==> config.mk <==
export PLATFORM = sky130hd
export DESIGN_NAME = fanrb_top
export DESIGN_NICKNAME = d
export VERILOG_FILES = /design/src/fanrb_pkg.sv /design/src/fanrb_smooth.sv /design/src/fanrb_top.sv
export VERILOG_INCLUDE_DIRS = /design/src /design/src/src
export SDC_FILE = /design/constraint.sdc
export NUM_CORES = 1
export LEC_CHECK = 0
export ABC_AREA = 0
export BUFFER_PORTS_ARGS = -buffer_cell sky130_fd_sc_hd__buf_4
export CAP_MARGIN = 20
export CELL_PAD_IN_SITES_DETAIL_PLACEMENT = 1
export CELL_PAD_IN_SITES_GLOBAL_PLACEMENT = 2
export CORE_MARGIN = 8
export CORE_UTILIZATION = 42
export DETAILED_ROUTE_END_ITERATION = 10
export HOLD_SLACK_MARGIN = 0.03
export PLACE_DENSITY_LB_ADDON = 0.1
export REMOVE_ABC_BUFFERS = 1
export SLEW_MARGIN = 0
export SYNTH_ARGS = -nofsm -noshare
export SYNTH_HDL_FRONTEND = slang
export SYNTH_SLANG_ARGS = --single-unit
==> constraint.sdc <==
create_clock -name i_clk -period 10.3 [get_ports i_clk]
set_input_delay 0 -clock i_clk [delete_from_list [all_inputs] [get_ports i_clk]]
set_output_delay 0 -clock i_clk [all_outputs]
set_load 0.005 [all_outputs]
==> src/fanrb_defs.svh <==
`ifndef FANRB_DEFS_SVH
`define FANRB_DEFS_SVH

// ------------------------------------------------------------
// register map
// ------------------------------------------------------------
`define FANRB_ADDR_RAMP 8'hBF
`define FANRB_ADDR_HYST12 8'hC0
`define FANRB_ADDR_HYST34 8'hC1
`define FANRB_ADDR_SMOOTH 8'hC2
`define FANRB_RST_RAMP 8'h00
`define FANRB_RST_HYST 8'h44
`define FANRB_RST_SMOOTH 8'h00
`define FANRB_RD_UNMAPPED 8'h00

// ------------------------------------------------------------
// field positions
// ------------------------------------------------------------
`define FANRB_RAMP_REG_LO 3:0
`define FANRB_RAMP_PROC_HI 7:4
`define FANRB_HYST_LO 3:0
`define FANRB_HYST_HI 7:4
`define FANRB_SPAN_ONE 2:0
`define FANRB_USE_ONE 3
`define FANRB_SPAN_TWO 6:4
`define FANRB_USE_TWO 7

// ------------------------------------------------------------
// timing
// ------------------------------------------------------------
`define FANRB_CLK_HZ 20000000
`define FANRB_RAMP_UNIT_MS 50
`define FANRB_SPAN0_MS 11800
`define FANRB_SPAN1_MS 7000
`define FANRB_SPAN2_MS 4400
`define FANRB_SPAN3_MS 3000
`define FANRB_SPAN4_MS 1600
`define FANRB_SPAN5_MS 800
`define FANRB_SPAN6_MS 600
`define FANRB_SPAN7_MS 400
`define FANRB_SMOOTH_SHIFT 4
`define FANRB_DUTY_FULL 8'hFF
`define FANRB_DUTY_ZERO 8'h00
`define FANRB_RAMP_STEP 8'h10

`endif

==> src/fanrb_pkg.sv <==
package fanrb_pkg;

    typedef logic [7:0] fanrb_byte_t;
    typedef logic signed [7:0] fanrb_temp_t;
    typedef logic [3:0] fanrb_nib_t;
    typedef logic [2:0] fanrb_span_t;

    typedef enum logic [1:0] {
        FANRB_RAMP_HOLD = 2'b00,
        FANRB_RAMP_UP = 2'b01,
        FANRB_RAMP_DOWN = 2'b10
    } fanrb_ramp_dir_t;

endpackage : fanrb_pkg

==> src/fanrb_smooth.sv <==
`timescale 1ns/1ns
`include "fanrb_defs.svh"

module fanrb_smooth #(
    parameter int CYC_PER_MS = `FANRB_CLK_HZ / 1000
) (
    input wire logic i_clk,
    input wire logic i_rst_n,
    input wire fanrb_pkg::fanrb_temp_t i_temp,
    input wire fanrb_pkg::fanrb_span_t i_span,
    output fanrb_pkg::fanrb_temp_t o_filt
);
    import fanrb_pkg::*;

    // ------------------------------------------------------------
    // sample period per span
    // ------------------------------------------------------------
    // one-pole average; update period = span / 2^shift
    logic [31:0] period;
    always_comb begin
        int ms;
        ms = `FANRB_SPAN0_MS;
        unique case (i_span)
            3'h0: ms = `FANRB_SPAN0_MS;
            3'h1: ms = `FANRB_SPAN1_MS;
            3'h2: ms = `FANRB_SPAN2_MS;
            3'h3: ms = `FANRB_SPAN3_MS;
            3'h4: ms = `FANRB_SPAN4_MS;
            3'h5: ms = `FANRB_SPAN5_MS;
            3'h6: ms = `FANRB_SPAN6_MS;
            3'h7: ms = `FANRB_SPAN7_MS;
        endcase
        period = 32'((ms * CYC_PER_MS) >> `FANRB_SMOOTH_SHIFT);
    end

    // ------------------------------------------------------------
    // accumulator
    // ------------------------------------------------------------
    logic [31:0] cnt_r, cnt_nxt;
    logic signed [15:0] acc_r, acc_nxt;
    logic signed [16:0] diff;

    always_comb begin
        cnt_nxt = cnt_r + 32'd1;
        acc_nxt = acc_r;
        // signed cast first, so cold readings sign-extend instead of padding with zero
        diff = 17'(signed'({i_temp, 8'h00})) - 17'(acc_r);
        if (cnt_r + 32'd1 >= period) begin
            cnt_nxt = '0;
            // filtering on top of converter averaging
            acc_nxt = acc_r + 16'(diff >>> `FANRB_SMOOTH_SHIFT);
        end
    end

    always_ff @(posedge i_clk or negedge i_rst_n) begin
        if (!i_rst_n) begin
            cnt_r <= '0;
            acc_r <= '0;
        end else begin
            cnt_r <= cnt_nxt;
            acc_r <= acc_nxt;
        end
    end

    assign o_filt = acc_r[15:8];

endmodule : fanrb_smooth

==> src/fanrb_top.sv <==
// How it works
// - ramp register low nibble: regulator-hot step delay, n times 50 ms
// - ramp register high nibble: processor-hot step delay, up to 750 ms
// - zero delay drives duty straight to full, no stepping
// - after boost, full duty held until temp below boost minus hysteresis
// - each hysteresis is unsigned 4 bits, 0 to 15 degrees
// - zones 1/2 register: zone 1 in bits 3:0, zone 2 in 7:4
// - zones 3/4 register: zone 3 in bits 3:0, zone 4 in 7:4
// - zone 1 use bit 3 selects filtered temp for limits and fan
// - zone 2 use bit 7 selects filtered temp for limits and fan
// - filtered temperature always computed and readable
// - ordinary reading stays unfiltered; limit and fan outputs smoothed only when selected
// - 3-bit span per zone selects 11.8 s down to 0.4 s
// - smoothing adds filtering beyond the converter's own averaging
`timescale 1ns/1ns
`include "fanrb_defs.svh"

module fanrb_top #(
    parameter int UNIT_CYCLES = `FANRB_CLK_HZ / 1000 * `FANRB_RAMP_UNIT_MS,
    parameter int CYC_PER_MS = `FANRB_CLK_HZ / 1000,
    parameter fanrb_pkg::fanrb_byte_t RAMP_STEP = `FANRB_RAMP_STEP
) (
    input wire logic i_clk,
    input wire logic i_rst_n,
    input wire fanrb_pkg::fanrb_byte_t i_reg_addr,
    input wire logic i_reg_wr,
    input wire fanrb_pkg::fanrb_byte_t i_reg_wdata,
    output fanrb_pkg::fanrb_byte_t o_reg_rdata,
    input wire logic i_regulator_overtemp_input,
    input wire logic i_processor_overtemp_input,
    input wire fanrb_pkg::fanrb_temp_t i_temp_zone1,
    input wire fanrb_pkg::fanrb_temp_t i_temp_zone2,
    input wire fanrb_pkg::fanrb_temp_t i_temp_zone3,
    input wire fanrb_pkg::fanrb_temp_t i_temp_zone4,
    input wire fanrb_pkg::fanrb_temp_t i_boost_temp_zone1,
    input wire fanrb_pkg::fanrb_temp_t i_boost_temp_zone2,
    input wire fanrb_pkg::fanrb_temp_t i_boost_temp_zone3,
    input wire fanrb_pkg::fanrb_temp_t i_boost_temp_zone4,
    input wire logic i_limit_filter_sel_zone_one,
    input wire logic i_limit_filter_sel_zone_two,
    input wire logic i_fan_filter_sel_zone_one,
    input wire logic i_fan_filter_sel_zone_two,
    output fanrb_pkg::fanrb_byte_t o_regulator_ramp_duty,
    output fanrb_pkg::fanrb_byte_t o_processor_ramp_duty,
    output logic [3:0] o_boost_full,
    output fanrb_pkg::fanrb_temp_t o_reading_temp_zone1,
    output fanrb_pkg::fanrb_temp_t o_reading_temp_zone2,
    output fanrb_pkg::fanrb_temp_t o_filtered_temp_zone1,
    output fanrb_pkg::fanrb_temp_t o_filtered_temp_zone2,
    output fanrb_pkg::fanrb_temp_t o_limit_temp_zone1,
    output fanrb_pkg::fanrb_temp_t o_limit_temp_zone2,
    output fanrb_pkg::fanrb_temp_t o_fan_temp_zone1,
    output fanrb_pkg::fanrb_temp_t o_fan_temp_zone2
);
    import fanrb_pkg::*;

    // ------------------------------------------------------------
    // registers
    // ------------------------------------------------------------
    fanrb_byte_t ramp_step_delay_ctrl_r, ramp_step_delay_ctrl_nxt;
    fanrb_byte_t boost_hysteresis_zones_12_r, boost_hysteresis_zones_12_nxt;
    fanrb_byte_t boost_hysteresis_zones_34_r, boost_hysteresis_zones_34_nxt;
    fanrb_byte_t spike_filter_ctrl_zones_12_r, spike_filter_ctrl_zones_12_nxt;
    fanrb_byte_t rdata_r, rdata_nxt;

    always_comb begin
        ramp_step_delay_ctrl_nxt = ramp_step_delay_ctrl_r;
        boost_hysteresis_zones_12_nxt = boost_hysteresis_zones_12_r;
        boost_hysteresis_zones_34_nxt = boost_hysteresis_zones_34_r;
        spike_filter_ctrl_zones_12_nxt = spike_filter_ctrl_zones_12_r;
        if (i_reg_wr) begin
            unique case (i_reg_addr)
                `FANRB_ADDR_RAMP: ramp_step_delay_ctrl_nxt = i_reg_wdata;
                `FANRB_ADDR_HYST12: boost_hysteresis_zones_12_nxt = i_reg_wdata;
                `FANRB_ADDR_HYST34: boost_hysteresis_zones_34_nxt = i_reg_wdata;
                `FANRB_ADDR_SMOOTH: spike_filter_ctrl_zones_12_nxt = i_reg_wdata;
                default: ;
            endcase
        end
        unique case (i_reg_addr)
            `FANRB_ADDR_RAMP: rdata_nxt = ramp_step_delay_ctrl_r;
            `FANRB_ADDR_HYST12: rdata_nxt = boost_hysteresis_zones_12_r;
            `FANRB_ADDR_HYST34: rdata_nxt = boost_hysteresis_zones_34_r;
            `FANRB_ADDR_SMOOTH: rdata_nxt = spike_filter_ctrl_zones_12_r;
            default: rdata_nxt = `FANRB_RD_UNMAPPED;
        endcase
    end

    always_ff @(posedge i_clk or negedge i_rst_n) begin
        if (!i_rst_n) begin
            ramp_step_delay_ctrl_r <= `FANRB_RST_RAMP;
            boost_hysteresis_zones_12_r <= `FANRB_RST_HYST;
            boost_hysteresis_zones_34_r <= `FANRB_RST_HYST;
            spike_filter_ctrl_zones_12_r <= `FANRB_RST_SMOOTH;
            rdata_r <= `FANRB_RD_UNMAPPED;
        end else begin
            ramp_step_delay_ctrl_r <= ramp_step_delay_ctrl_nxt;
            boost_hysteresis_zones_12_r <= boost_hysteresis_zones_12_nxt;
            boost_hysteresis_zones_34_r <= boost_hysteresis_zones_34_nxt;
            spike_filter_ctrl_zones_12_r <= spike_filter_ctrl_zones_12_nxt;
            rdata_r <= rdata_nxt;
        end
    end

    assign o_reg_rdata = rdata_r;

    // ------------------------------------------------------------
    // 50 ms unit tick, shared by both ramps
    // ------------------------------------------------------------
    logic [31:0] unit_cnt_r, unit_cnt_nxt;
    logic unit_tick;

    always_comb begin
        unit_tick = (unit_cnt_r + 32'd1 >= 32'(UNIT_CYCLES));
        unit_cnt_nxt = unit_tick ? '0 : unit_cnt_r + 32'd1;
    end

    always_ff @(posedge i_clk or negedge i_rst_n) begin
        if (!i_rst_n) begin
            unit_cnt_r <= '0;
        end else begin
            unit_cnt_r <= unit_cnt_nxt;
        end
    end

    // ------------------------------------------------------------
    // ramps: index 0 regulator, 1 processor
    // ------------------------------------------------------------
    fanrb_nib_t ramp_code [2];
    logic ramp_hot [2];
    fanrb_byte_t ramp_duty [2];

    assign ramp_code[0] = ramp_step_delay_ctrl_r[`FANRB_RAMP_REG_LO];
    assign ramp_code[1] = ramp_step_delay_ctrl_r[`FANRB_RAMP_PROC_HI];
    assign ramp_hot[0] = i_regulator_overtemp_input;
    assign ramp_hot[1] = i_processor_overtemp_input;

    for (genvar r = 0; r < 2; r++) begin : g_ramp
        fanrb_byte_t duty_r, duty_nxt;
        fanrb_nib_t ticks_r, ticks_nxt;
        fanrb_ramp_dir_t dir;

        always_comb begin
            duty_nxt = duty_r;
            ticks_nxt = ticks_r;
            if (ramp_hot[r] && duty_r != `FANRB_DUTY_FULL) begin
                dir = FANRB_RAMP_UP;
            end else if (!ramp_hot[r] && duty_r != `FANRB_DUTY_ZERO) begin
                dir = FANRB_RAMP_DOWN;
            end else begin
                dir = FANRB_RAMP_HOLD;
            end
            if (ramp_code[r] == 4'h0) begin
                // no stepping at all
                duty_nxt = ramp_hot[r] ? `FANRB_DUTY_FULL : `FANRB_DUTY_ZERO;
                ticks_nxt = '0;
            end else if (dir == FANRB_RAMP_HOLD) begin
                ticks_nxt = '0;
            end else if (unit_tick) begin
                // one step per code x 50 ms
                if (ticks_r + 4'd1 >= ramp_code[r]) begin
                    ticks_nxt = '0;
                    unique case (dir)
                        FANRB_RAMP_UP: duty_nxt = (`FANRB_DUTY_FULL - duty_r < RAMP_STEP) ?
                            `FANRB_DUTY_FULL : duty_r + RAMP_STEP;
                        FANRB_RAMP_DOWN: duty_nxt = (duty_r < RAMP_STEP) ?
                            `FANRB_DUTY_ZERO : duty_r - RAMP_STEP;
                        default: ;
                    endcase
                end else begin
                    ticks_nxt = ticks_r + 4'd1;
                end
            end
        end

        always_ff @(posedge i_clk or negedge i_rst_n) begin
            if (!i_rst_n) begin
                duty_r <= `FANRB_DUTY_ZERO;
                ticks_r <= '0;
            end else begin
                duty_r <= duty_nxt;
                ticks_r <= ticks_nxt;
            end
        end

        assign ramp_duty[r] = duty_r;
    end

    // ------------------------------------------------------------
    // spike smoothing, zones 1 and 2
    // ------------------------------------------------------------
    fanrb_temp_t raw_temp [2];
    fanrb_temp_t filt_temp [2];
    fanrb_span_t span [2];
    logic use_filt [2];
    logic lim_sel [2];
    logic fan_sel [2];

    assign raw_temp[0] = i_temp_zone1;
    assign raw_temp[1] = i_temp_zone2;
    assign span[0] = spike_filter_ctrl_zones_12_r[`FANRB_SPAN_ONE];
    assign span[1] = spike_filter_ctrl_zones_12_r[`FANRB_SPAN_TWO];
    assign use_filt[0] = spike_filter_ctrl_zones_12_r[`FANRB_USE_ONE];
    assign use_filt[1] = spike_filter_ctrl_zones_12_r[`FANRB_USE_TWO];
    assign lim_sel[0] = i_limit_filter_sel_zone_one;
    assign lim_sel[1] = i_limit_filter_sel_zone_two;
    assign fan_sel[0] = i_fan_filter_sel_zone_one;
    assign fan_sel[1] = i_fan_filter_sel_zone_two;

    fanrb_temp_t lim_nxt [2];
    fanrb_temp_t fan_nxt [2];
    fanrb_temp_t lim_r [2];
    fanrb_temp_t fan_r [2];
    fanrb_temp_t read_r [2];
    fanrb_temp_t filt_r [2];

    for (genvar z = 0; z < 2; z++) begin : g_smooth
        // runs regardless of the use bit so software can always read it
        fanrb_smooth #(
            .CYC_PER_MS(CYC_PER_MS)
        ) u_smooth (
            .i_clk(i_clk),
            .i_rst_n(i_rst_n),
            .i_temp(raw_temp[z]),
            .i_span(span[z]),
            .o_filt(filt_temp[z])
        );

        always_comb begin
            // use bit overrides the separate selects, hence they need it clear
            lim_nxt[z] = (use_filt[z] || lim_sel[z]) ? filt_temp[z] : raw_temp[z];
            fan_nxt[z] = (use_filt[z] || fan_sel[z]) ? filt_temp[z] : raw_temp[z];
        end

        always_ff @(posedge i_clk or negedge i_rst_n) begin
            if (!i_rst_n) begin
                lim_r[z] <= '0;
                fan_r[z] <= '0;
                read_r[z] <= '0;
                filt_r[z] <= '0;
            end else begin
                lim_r[z] <= lim_nxt[z];
                fan_r[z] <= fan_nxt[z];
                read_r[z] <= raw_temp[z];
                filt_r[z] <= filt_temp[z];
            end
        end
    end

    // ------------------------------------------------------------
    // fan boost hysteresis, zones 1..4
    // ------------------------------------------------------------
    fanrb_temp_t boost_src [4];
    fanrb_temp_t boost_lim [4];
    fanrb_nib_t hyst [4];

    assign boost_src[0] = fan_nxt[0];
    assign boost_src[1] = fan_nxt[1];
    assign boost_src[2] = i_temp_zone3;
    assign boost_src[3] = i_temp_zone4;
    assign boost_lim[0] = i_boost_temp_zone1;
    assign boost_lim[1] = i_boost_temp_zone2;
    assign boost_lim[2] = i_boost_temp_zone3;
    assign boost_lim[3] = i_boost_temp_zone4;
    assign hyst[0] = boost_hysteresis_zones_12_r[`FANRB_HYST_LO];
    assign hyst[1] = boost_hysteresis_zones_12_r[`FANRB_HYST_HI];
    assign hyst[2] = boost_hysteresis_zones_34_r[`FANRB_HYST_LO];
    assign hyst[3] = boost_hysteresis_zones_34_r[`FANRB_HYST_HI];

    logic [3:0] boost_r, boost_nxt;

    for (genvar b = 0; b < 4; b++) begin : g_boost
        logic signed [9:0] release_pt;
        always_comb begin
            // widened so boost point minus 15 cannot wrap
            release_pt = 10'(boost_lim[b]) - 10'({6'h00, hyst[b]});
            boost_nxt[b] = boost_r[b];
            if (boost_src[b] > boost_lim[b]) begin
                boost_nxt[b] = 1'b1;
            end else if (10'(boost_src[b]) < release_pt) begin
                boost_nxt[b] = 1'b0;
            end
        end
    end

    always_ff @(posedge i_clk or negedge i_rst_n) begin
        if (!i_rst_n) begin
            boost_r <= '0;
        end else begin
            boost_r <= boost_nxt;
        end
    end

    // ------------------------------------------------------------
    // outputs
    // ------------------------------------------------------------
    assign o_regulator_ramp_duty = ramp_duty[0];
    assign o_processor_ramp_duty = ramp_duty[1];
    assign o_boost_full = boost_r;
    assign o_reading_temp_zone1 = read_r[0];
    assign o_reading_temp_zone2 = read_r[1];
    assign o_filtered_temp_zone1 = filt_r[0];
    assign o_filtered_temp_zone2 = filt_r[1];
    assign o_limit_temp_zone1 = lim_r[0];
    assign o_limit_temp_zone2 = lim_r[1];
    assign o_fan_temp_zone1 = fan_r[0];
    assign o_fan_temp_zone2 = fan_r[1];

endmodule : fanrb_top

Yosys cells after proc, flatten, opt, wreduce, memory -nomap -nowiden
Memory sizes are Yosys's and may differ from the RTL's.
Index checks and enable logic that the tools add are counted.

operators by class
  $add $sub $neg = 19
  multiply operators = 2
  $lt $le $gt $ge = 17
  eq/ne operators = 12
  multiplexer cells = 44
  reductions and logical operators = 34

operators by type and width
  operator                number
  $mux 8                  18
  $add 32x1->32 const B   3
  $mux 32                 3
  $ge 32x28->1            2
  $mul 32x11->27 const B  2
  $lt 8x9->1              4
  $sub 8x5->9             4
  $sub 16x16->17          2
  $add 16x13->16          2
  $eq 8x8->1 const B      4
  $ge 32x20->1 const B    1
  $gt 8x8->1              4
  $lt 8x5->1 const B      4
  $mux 4                  8
  $pmux 8 s2              2
  $pmux 8 s4              1
  $add 8x5->8 const B     2
  $ne 8x8->1 const B      2
  $reduce_bool 2->1       8
  $reduce_bool 8->1       2
  $sub 8x5->8 const B     2
  $sub 8x8->8 const A     2
  $reduce_bool 3->1       4
  $add 4x1->4 const B     2
  13 further kinds        40

storage, ports and cells
  flip-flop bits (word level) = 260
  memory bits (read-only) = 176
  bits of input ports = 89
  memories = 2

memories
  memory           words  bits a word  rd ports  clocked after memory_dff  wr ports  line                source
  (no name shown)  8      11           1         0                         0         fanrb_smooth.sv:23  unique case (i_span)
  (no name shown)  8      11           1         0                         0         fanrb_smooth.sv:23

Longest topological paths before layout
Gate-level depths: netlist of run 1.

  depth after elaboration = 10
  mapped depth = 31

Hierarchy
A second synthesis of run 1 with hierarchy kept.

second synthesis, totals
  cell total of the unflattened synthesis = 2179
  area total of the unflattened synthesis = 20744.9 µm²

by module, submodules not included
  module                               times used  cells each  area an instance (µm²)
  fanrb_top                            1           888         9321.4
  fanrb_smooth (g_smooth[0].u_smooth)  1           658         5728.0
  fanrb_smooth (g_smooth[1].u_smooth)  1           633         5695.5

Worst setup path before layout of run 1
OpenSTA, ideal clock, no wires.

  kind = reg2reg
  from = register spike_filter_ctrl_zones_12_r[4]
  to = register g_smooth[1].u_smooth.acc_r[12]
  data arrival time = 6325 ps
  data required time = 10163 ps
  setup slack = 3838 ps
  cell stages (with the launch flop) = 28
  period minus slack after synthesis = 6462 ps
  cell sequence = dfrtp_1 > clkbuf_1 > inv_1 > ha_1 > mux2i_1 > ha_1 > ha_1 > fa_1 > inv_1 > fa_1 > inv_1 > ha_1 > ha_1 > or3_1 > o2111ai_1 > a21boi_0 > o21a_1 > a21oi_1 > xor2_1 > ha_1 > a21o_1 > a211oi_1 > a21oi_1 > or4_1 > clkbuf_1 > buf_2 > o31ai_1 > o22ai_1

on the way
  longest elaborated chain between the ends = 3

RTL lines
  item                    line                source
  from (decl)             fanrb_top.sv:63     fanrb_byte_t spike_filter_ctrl_zones_12_r, spike_filter_ctrl_zones_12_nxt;
  from (signal assigned)  fanrb_top.sv:94     spike_filter_ctrl_zones_12_r <= `FANRB_RST_SMOOTH;
  from (signal assigned)  fanrb_top.sv:100    spike_filter_ctrl_zones_12_r <= spike_filter_ctrl_zones_12_nxt;
  $mem_v2 8x11            -
  $mul 32x11->27          fanrb_smooth.sv:33  period = 32'((ms * CYC_PER_MS) >> `FANRB_SMOOTH_SHIFT);
  $ge 32x28->1            fanrb_smooth.sv:48  if (cnt_r + 32'd1 >= period) begin
  to (signal assigned)    fanrb_smooth.sv:61  acc_r <= acc_nxt;
  to (decl)               fanrb_smooth.sv:40  logic signed [15:0] acc_r, acc_nxt;

Every way passes these cells.
A chain may end at the register's enable or synchronous reset.

Worst setup path in the final report of run 1
  from = register spike_filter_ctrl_zones_12_r[4]
  to = register g_smooth[1].u_smooth.acc_r[1]

The elaborated chain is that of the path after synthesis.

==> flow_summary.ini, run 1 <==
[critical_path]
r2r_slack_ps = 2810
path_class = flip-flop to flip-flop
cp_top_family = compound AO/OA/AOI/OAI gates
path_buf_inv = 2
cpPeakStageDelay_ps = 670
start_kind = flip-flop
crit_top_cell = ha_1
reg2regPathDepth = 26
critPathSlowestCell = or4_2
cp-end-kind = flip-flop
cp.required_ps = 10720
crit_arrival_ps = 7910
timing.rr.end = g_smooth[1].u_smooth.acc_r[1]
cp_max_fo = 54
reg2reg_from = spike_filter_ctrl_zones_12_r[4]

[cells_and_area]
layout-drive-gt1-share = 0.131
finalNetCount = 2815
stdcell_count = 3013
diodes = 0
syn2layout_area_growth_pct = 18.0
largest_register_ffs = 64
top_register = g_smooth.u_smooth.cnt_r
stdcell_area_um2 = 23700
largestRegisters = g_smooth.u_smooth.cnt_r (64), g_smooth.u_smooth.acc_r (32), unit_cnt_r (32)

[synthesis]
async_flop_share = 1.00
synth_seq_area_share = 0.317
synth_commonest_cells = 315 x ha_1, 250 x dfrtp_1, 192 x inv_1, 171 x nand2_1, 157 x nor2_1
ys_ff_latch = 254
mappedNetlistArea_um2 = 20100
synth_area_leaders = dfrtp_1 31%, ha_1 20%, xnor2_1 4.8%
yosys.area.top_type_share = 0.312
yosysMostFrequentCell = ha_1
syn_inst = 2140
yosysTopAreaCell = dfrtp_1
yosysUniqueCellTypes = 79
yosys_warnings = 0
syn_area_per_cell_um2 = 9.37
synth-main-ff-cell = dfrtp_1
synth_edf_count = 0

[outcome]
status = complete, no violations

[power]
p_leak_nw = 11.7
seq_power_share = 0.244
p_sw_frac = 0.403
intPower_mw = 3.41
p_per_area_nw_per_um2 = 242
peakVddDrop_mv = 0.148
combPwrFrac = 0.541
p_switching_mw = 2.31
clkPwrFrac = 0.215

[grt]
grt_pass1_wl_um = 94800
grt_pass1_vias = 17803
antenna_found_initial = 1
grt_max_degree = 78
track_usage = 0.214
grt-ovfl-total = 0

[sta]
hold_viol_final = 0
rsz0062_at_grt = false
worst_pin_slew_ps = 936
post-route-period-util = 0.727
finalSetupViolations = 0
period_needed_ps = 7490
clock_skew_ps = 9.87
fin_setup_tns_ps = 0
slew_headroom = 0.376
drv_slew = 0
fmax_mhz = 133

[clock_network]
cts_root_buf = clkbuf_16
cts_buffer_depth = 3
insertion_delay_ps = 540
numCtsBuffers = 34
post-cts-setup-buffers = 0
cts_sinks = 254
clk_pin_slew_ps = 60
htree_levels = 2
cts_tree = yes

[min_path]
hold_path.startpoint = i_boost_temp_zone1[0]
hold_path_class = primary input to flip-flop
worstHoldPathCells = 5
hold_end = o_boost_full[0]

[placement]
io_buffers = 180
place_area_um2 = 22100
dp.cells = 2913
place_congestion = 0.849
place_hpwl_um = 45500

[drt]
wl_per_cell_um = 19.1
post_drt_via_cell_ratio = 5.39
firstDrtPassIters = 5
drc = 0
ant_nets = 0
routed_wl_um = 57500
num_vias = 16255
drt-initial-drc-count = 521

[die]
die_w_um = 235
core-area_um2 = 47400
die_h_um = 235
rows = 80
dieArea_um2 = 55000
initial_core_util = 0.423
ioPinCount = 181

[flow_run]
maxCapViolations = 0
## worst max path at each step
stage	startpoint	to	slack [ps]	cells after the start
floorplan	spike_filter_ctrl_zones_12_r[0]	g_smooth[0].u_smooth.acc_r[4]	3000	26
global placement	spike_filter_ctrl_zones_12_r[4]	g_smooth[1].u_smooth.acc_r[0]	3070	25
detailed placement	spike_filter_ctrl_zones_12_r[4]	g_smooth[1].u_smooth.acc_r[0]	2890	25
CTS	spike_filter_ctrl_zones_12_r[4]	g_smooth[1].u_smooth.acc_r[1]	2840	25
global route	spike_filter_ctrl_zones_12_r[4]	g_smooth[1].u_smooth.acc_r[1]	2290	26
finish	spike_filter_ctrl_zones_12_r[4]	g_smooth[1].u_smooth.acc_r[1]	2810	26
## placed cells by master (no fill, tap or decap), drive strengths merged, types with 7 or more instances in the layout
cell / count
dlygate4sd3: 40
nor2: 159
ha: 315
a211oi: 12
mux2: 43
and2: 10
nand4: 39
nor3: 34
and4: 9
inv: 193
and3: 29
a222oi: 8
o21ai: 109
nor4: 14
a41o: 7
nor2b: 72
o21a: 43
a211o: 7
xnor2: 109
nand3: 49
mux2i: 8
a31oi: 14
clkbuf: 48
conb: 24
xor2: 58
nand2: 171
buf: 194
a21boi: 12
a21o: 51
dfrtp: 250
a21oi: 97
or3: 8
o31ai: 7
o2111ai: 7
or4: 8
o211ai: 16
nand2b: 18
fa: 35
## tightest hold or removal path, delay by kind of cell
kind | cells | cell delay, ps
AOI/OAI and AO/OA | 2 | 160
adders and majority gates | 1 | 220
buffers and inverters | 1 | 90
and+or+nand+nor | 1 | 80
## what timing repair did
item,4_1_cts,5_1_grt
hold endpoints to repair,180,0
hold buffers,40,0
gates resized for setup,0,0
## final cells by class
class                           instances  area [µm²]
Clock inverter                         10         136
Sequential cell                       254        6360
Fill cell                            5407       23800
Tap cell                              615         769
Inverter                              192         721
Multi-Input combinational cell       1659       12800
Timing Repair Buffer                  235        1870
Clock buffer                           48        1010
## power groups by stage
stage | combinational (mW) | clock (mW) | sequential, mW
CTS | 3.13 | 1.27 | 1.40
global placement | 2.98 | 0 | 1.41
floorplan | 2.24 | 0 | 1.36
detailed placement | 3.09 | 0 | 1.41
global route | 3.53 | 1.30 | 1.43
finish | 3.09 | 1.23 | 1.40
## per-stage QoR
step / power [mW] / utilization / hold WS (ps) / setup slack (ps)
6_report: 5.72 / 0.499 / 57.2 / 2810
5_1_grt: 6.27 / 0.499 / 76.0 / 2290
4_1_cts: 5.80 / 0.499 / 33.6 / 2840
3_5_place_dp: 4.50 / 0.466 / 9.44 / 2890
3_3_place_gp: 4.38 / 0.466 / 10.5 / 3070
2_1_floorplan: 3.60 / - / -296 / 3000
## kinds of logic (layout without fill, tap and decap cells)
logic type | count (synthesis) | in the layout | synth area share
DFF | 254 | 254 | 0.317
other | 1 | 24 | 0.000187
AOI/OAI and AO/OA | 431 | 431 | 0.140
buffers and inverters | 250 | 485 | 0.0491
adders and majority gates | 350 | 350 | 0.231
muxes | 52 | 52 | 0.0308
xor gates and xnor gates | 167 | 167 | 0.0729
and+or+nand+nor | 635 | 635 | 0.158
## per-layer routing
metal | up-vias | track usage | wire length [µm]
met2 | 177 | 0.378 | 28500
met3 | 67 | 0.0411 | 2070
li1 | 7939 | - | -
met4 | 2 | 0.0508 | 1180
met1 | 8070 | 0.267 | 25700
met5 | - | 0 | 12
Power figures use the tool's default switching activity.
==> inputs of run 2 (changes only) <==
--- a/config.mk
+++ b/config.mk
@@ -6,13 +6,13 @@
 export SDC_FILE = /design/constraint.sdc
 export NUM_CORES = 1
 export LEC_CHECK = 0
-export ABC_AREA = 0
+export ABC_AREA = 1
 export BUFFER_PORTS_ARGS = -buffer_cell sky130_fd_sc_hd__buf_4
 export CAP_MARGIN = 20
 export CELL_PAD_IN_SITES_DETAIL_PLACEMENT = 1
 export CELL_PAD_IN_SITES_GLOBAL_PLACEMENT = 2
 export CORE_MARGIN = 8
-export CORE_UTILIZATION = 42
+export CORE_UTILIZATION = 33
 export DETAILED_ROUTE_END_ITERATION = 10
 export HOLD_SLACK_MARGIN = 0.03
 export PLACE_DENSITY_LB_ADDON = 0.1
==> constraint.sdc (replaced) <==
create_clock -name i_clk -period 6 [get_ports i_clk]
set_input_delay 0 -clock i_clk [delete_from_list [all_inputs] [get_ports i_clk]]
set_output_delay 0 -clock i_clk [all_outputs]
set_load 0.005 [all_outputs]
==> run 2 against run 1 <==
  * The run now ends with negative hold slack left
  * Combinational power is 98% higher
  * Synthesized cell count is 29% higher
  * Total power is 84% higher
  * Sequential cell count stayed put
  * Synthesized area is 6.4% higher
  * Global-route usage is 2.0 points lower
  * First-iteration DRC count is 50% higher
  * Setup slack worse by 2600 ps
  * Final cell count is 32% higher
  * Core utilization is 8.5 points lower
==> flow_summary.ini, run 2 <==
[outcome]
status = finished, violations left
violations = negative hold slack

[grt]
antenna_found_initial = 2
grt-ovfl-total = 0
grt_max_degree = 84
track_usage = 0.194
grt_pass1_vias = 21165
grt_pass1_wl_um = 116000

[synthesis]
synth_top_family_by_area = simple AND/OR/NAND/NOR gates
synth.area.mux_share = 0
syn_inst = 2767
yosysTopAreaCell = dfrtp_1
synth_fa_ha_area_frac = 0.218
synth_compound_area_frac = 0.106
mappedNetlistArea_um2 = 21300
yosysUniqueCellTypes = 59
synth_commonest_cells = 583 x nand2_1, 431 x inv_1, 315 x ha_1, 280 x nor2_1, 250 x dfrtp_1
synth_edf_count = 0
synth_area_leaders = dfrtp_1 29%, ha_1 18%, nand2_1 10%
synth-xor-area-share = 0.0624
yosys.area.top_type_share = 0.293
ys_ff_latch = 254
async_flop_share = 1.00
synth-main-ff-cell = dfrtp_1
synth_seq_area_share = 0.298
yosysMostFrequentCell = nand2_1
yosys_warnings = 0
synth-simple-area-share = 0.230
syn_area_per_cell_um2 = 7.71

[sta]
drv_slew = 0
hold_ws_ps = -14.7
clock_skew_ps = 25.6
fmax_mhz = 173
period_needed_ps = 5780
worst_pin_slew_ps = 1030
fin_setup_tns_ps = 0
finalSetupViolations = 0
slew_headroom = 0.312
hold_viol_final = 1
post-route-period-util = 0.963

[placement]
dp.cells = 3852
place_congestion = 0.855
io_buffers = 180
place_hpwl_um = 58900
place_area_um2 = 24200

[cells_and_area]
layout-drive-gt1-share = 0.151
top_register = g_smooth.u_smooth.cnt_r
layout_common_cells = 581 x nand2_1, 415 x inv_1, 284 x ha_1
final_common_cell = nand2_1
stdcell_count = 3981
stdcell_area_um2 = 26600
largest_register_ffs = 64
fillers = 7840
largestRegisters = g_smooth.u_smooth.cnt_r (64), g_smooth.u_smooth.acc_r (32), unit_cnt_r (32)
finalNetCount = 3539
syn2layout_area_growth_pct = 24.7

[die]
die_h_um = 270
rows = 93
die_w_um = 270
dieArea_um2 = 73000
initial_core_util = 0.332
ioPinCount = 181
core-area_um2 = 64200

[critical_path]
crit_start = spike_filter_ctrl_zones_12_r[5]
timing.rr.end = g_smooth[1].u_smooth.cnt_r[10]
start_kind = flip-flop
cp.required_ps = 6460
crit_arrival_ps = 6240
reg2regPathDepth = 29
cp-end-kind = flip-flop
cpPeakStageDelay_ps = 550
r2r_slack_ps = 220
path_class = flip-flop to flip-flop
critPathSlowestCell = fa_2
reg2reg_from = spike_filter_ctrl_zones_12_r[5]
cp_max_fo = 11

[drt]
drt-initial-drc-count = 784
ant_nets = 0
wl_per_cell_um = 18.2
num_vias = 19423
firstDrtPassIters = 5
routed_wl_um = 72300
drc = 0
post_drt_via_cell_ratio = 4.88

[flow_run]
maxCapViolations = 0

[clock_network]
htree_levels = 2
cts_root_buf = clkbuf_16
numCtsBuffers = 35
insertion_delay_ps = 550
cts_buffer_depth = 3
cts_tree = yes
cts_sinks = 254
clk_pin_slew_ps = 60

[power]
p_per_area_nw_per_um2 = 396
p_leak_nw = 13.5
total_power_mw = 10.5
peakVddDrop_mv = 0.249

[min_path]
hold_path_class = primary input to async pin
run 2: changes by cell type after synthesis, sizes merged, moves of 62 or more:
cell	before	now
nand2	171	586
inv	192	432
nor2	159	292
nor2b	72	0
nand3	49	120
xnor2	109	47
run 2: routing by layer:
| layer | GRT usage | vias up | share of wire |
|---|---|---|---|
| met4 | 0.0324 | 0 | 0.015 |
| met3 | 0.0258 | 67 | 0.028 |
| li1 | - | 9658 | - |
| met5 | 0 | - | 0 |
| met2 | 0.332 | 211 | 0.48 |
| met1 | 0.262 | 9487 | 0.48 |
run 2: worst max-delay path by stage:
stage                                     endpoint  slack, ps  depth (start not counted)
floorplan           g_smooth[0].u_smooth.cnt_r[19]       -830                         30
global placement    g_smooth[0].u_smooth.acc_r[12]        120                         31
detailed placement   g_smooth[0].u_smooth.cnt_r[2]       -120                         32
CTS                  g_smooth[1].u_smooth.acc_r[6]         10                         30
global route        g_smooth[1].u_smooth.cnt_r[10]        -50                         31
finish              g_smooth[1].u_smooth.cnt_r[10]        220                         29
run 2: metrics by stage:
stage	util	worst slack, ps
floorplan	-	-826
global placement	0.376	120
detailed placement	0.376	-125
CTS	0.401	14.2
global route	0.414	-51.9
finish	0.414	225
run 2: layout make-up:
cell class	instances	area, µm²	share of cell area
diodes	1	2.50	0.0000941
multi-input cells	2068	13800	0.517
repair buffers	309	2620	0.0986
well taps	855	1070	0.0402
clock buffers	51	1020	0.0382
inverters	432	1630	0.0612
clock inverters	11	134	0.00503
flip-flops and latches	254	6360	0.239
run 2: what timing repair did:
item | in CTS | in global routing
pin swaps | 0 | 54
buffers inserted | 0 | 15
resized for setup | 5 | 130
setup endpoints to repair | 55 | 84
cloned | 0 | 8
hold buffers | 43 | 0
endpoints found under the hold margin | 176 | 0
run 2: kinds of logic (layout without fill, tap and decap cells):
kind of cell,after synthesis,count (layout)
simple gates,1144,1144
other cells,1,25
flops,254,254
xor+xnor,152,152
fa+ha+maj,350,350
buf+inv,468,803
compound gates,398,398
run 2: where the power goes:
| group | switching (mW) | internal, mW |
|---|---|---|
| Sequential | 0.283 | 2.04 |
| Clock | 0.829 | 1.27 |
| Combinational | 3.59 | 2.52 |
| Total | 4.71 | 5.83 |
run 2: critical path, delay by kind of cell, from the launching register on:
family                   cells  cell delay [ps]
AO/OA/AOI/OAI                8             1170
XOR/XNOR                     1              110
adder cells (fa/ha/maj)      7             2320
buffers and inverters        7              750
flip-flops                   1              460
AND/OR/NAND/NOR              6              870
==> inputs of run 3 (changes only) <==
--- a/config.mk
+++ b/config.mk
@@ -12,7 +12,7 @@
 export CELL_PAD_IN_SITES_DETAIL_PLACEMENT = 1
 export CELL_PAD_IN_SITES_GLOBAL_PLACEMENT = 2
 export CORE_MARGIN = 8
-export CORE_UTILIZATION = 33
+export CORE_UTILIZATION = 36
 export DETAILED_ROUTE_END_ITERATION = 10
 export HOLD_SLACK_MARGIN = 0.03
 export PLACE_DENSITY_LB_ADDON = 0.1
==> constraint.sdc (replaced) <==
create_clock -name i_clk -period 6.2 [get_ports i_clk]
set_input_delay 0 -clock i_clk [delete_from_list [all_inputs] [get_ports i_clk]]
set_output_delay 0 -clock i_clk [all_outputs]
set_load 0.005 [all_outputs]
==> run 3 against run 2 <==
  * Largest cell class unchanged
  * Clock skew down 4.5 ps
  * The flow now finishes without violations
  * Largest power group unchanged
  * Sequential cell count unchanged
  * Clock power down 4%
  * Total power down 5.2%
==> flow_summary.ini, run 3 (synthesis results as in run 2) <==
[cells_and_area]
final_common_cell = nand2_1
layout-drive-gt1-share = 0.130
stdcell_area_um2 = 26000
top_register = g_smooth.u_smooth.cnt_r
largestRegisters = g_smooth.u_smooth.cnt_r (64), g_smooth.u_smooth.acc_r (32), unit_cnt_r (32)
layout_common_cells = 583 x nand2_1, 424 x inv_1, 305 x ha_1
syn2layout_area_growth_pct = 22.0
stdcell_count = 3881
fillers = 7166
finalNetCount = 3523
largest_register_ffs = 64

[sta]
worst_pin_slew_ps = 1110
hold_viol_final = 0
post-route-period-util = 0.955
setup_ws_ps = 279
period_needed_ps = 5920
hold_ws_ps = 57.4
finalSetupViolations = 0
clock_skew_ps = 21.1
drv_slew = 0
fmax_mhz = 169
slew_headroom = 0.252

[drt]
routed_wl_um = 71300
drc = 0
wl_per_cell_um = 18.4
post_drt_via_cell_ratio = 5.00
num_vias = 19409
drt-initial-drc-count = 619
firstDrtPassIters = 5
ant_nets = 0

[flow_run]
maxCapViolations = 0

[grt]
grt_pass1_vias = 20782
grtUsageMet1 = 0.268
gr-usage-met3 = 0.0243
grt-ovfl-total = 0
track_usage = 0.209
grt_busiest_layer = met2
grt_max_degree = 144
grt_pass1_wl_um = 113000
antenna_found_initial = 4
met2_usage = 0.365

[die]
die_w_um = 259
ioPinCount = 181
core-area_um2 = 58800
rows = 89
die_h_um = 259
initial_core_util = 0.363
dieArea_um2 = 67300

[clock_network]
insertion_delay_ps = 540
numCtsBuffers = 34
cts_tree = yes
cts_buffer_depth = 3
cts_root_buf = clkbuf_16
clk_pin_slew_ps = 60
htree_levels = 2
cts_sinks = 254

[placement]
io_buffers = 180
place_congestion = 0.865
place_area_um2 = 24000
place_hpwl_um = 58100
place_ws_ps = -136
dp.cells = 3760

[power]
p_per_area_nw_per_um2 = 384
p_leak_nw = 13.5
peakVddDrop_mv = 0.342
total_power_mw = 9.99

[critical_path]
crit_arrival_ps = 6340
cpPeakStageDelay_ps = 530
start_kind = flip-flop
cp-end-kind = flip-flop
cp_max_fo = 9
crit_start = spike_filter_ctrl_zones_12_r[4]
timing.rr.end = g_smooth[1].u_smooth.acc_r[11]
reg2regPathDepth = 30
critPathCapture = g_smooth[1].u_smooth.acc_r[11]
critPathSlowestCell = fa_1
r2r_slack_ps = 280
reg2reg_from = spike_filter_ctrl_zones_12_r[4]
cp.required_ps = 6620
path_class = flip-flop to flip-flop

[outcome]
status = complete, no violations

[min_path]
worstHoldPathCells = 5
hold_path_class = primary input to flip-flop
run 3: timing repair:
item | CTS | global route
setup endpoints to repair | 56 | 84
endpoints found under the hold margin | 145 | 0
gates cloned | 0 | 4
setup buffers | 0 | 12
hold buffers | 44 | 0
pin swaps | 0 | 19
gates resized for setup | 6 | 71
run 3: power by group:
group | total, mW | internal (mW) | switching, mW | leakage, nW
Sequential | 2.25 | 1.97 | 0.276 | 3.23
Clock | 2.01 | 1.23 | 0.783 | 0.553
Combinational | 5.73 | 2.32 | 3.42 | 9.69
Total | 9.99 | 5.52 | 4.48 | 13.5
run 3: final cells by class:
class / count / area (µm²) / share of cell area
Multi-Input combinational cell: 2068 / 13500 / 0.517
Timing Repair Buffer: 294 / 2480 / 0.0952
Sequential cell: 254 / 6360 / 0.244
Clock buffer: 51 / 1030 / 0.0394
Tap cell: 773 / 967 / 0.0372
Antenna cell: 1 / 2.50 / 0.0000961
Inverter: 432 / 1620 / 0.0623
Clock inverter: 8 / 104 / 0.00399
run 3: worst min-delay path by stage:
stage	startpoint	end	slack (ps)
final	i_boost_temp_zone1[0]	o_boost_full[0]	60
after global placement	i_rst_n	o_reg_rdata[0]	-30
after detailed placement	i_rst_n	g_ramp[1].ticks_r[2]	-20
after CTS	i_boost_temp_zone1[0]	o_boost_full[0]	30
after floorplan	i_rst_n	boost_hysteresis_zones_12_r[0]	-300
after global routing	i_rst_n	boost_hysteresis_zones_34_r[2]	70
run 3: worst max-delay path, delay by kind of cell, from the launching register on:
family                   cells  cell delay (ps)
AND/OR/NAND/NOR              6              800
XOR/XNOR                     1              120
buffers and inverters        6              650
flip-flops                   1              410
adder cells (fa/ha/maj)      8             2550
AO/OA/AOI/OAI                9             1290
run 3: metrics by stage:
| step | utilization | setup TNS (ps) |
|---|---|---|
| global route | 0.443 | -334 |
| floorplan | - | -15320 |
| detailed placement | 0.408 | -2560 |
| global placement | 0.408 | 0 |
| finish | 0.443 | 0 |
| CTS | 0.435 | 0 |
run 3: metal layers:
metal / vias to the layer above / wire length (µm)
li1: 9643 / -
met1: 9475 / 32500
met2: 201 / 34900
met3: 88 / 1830
met4: 2 / 2110
met5: - / 12
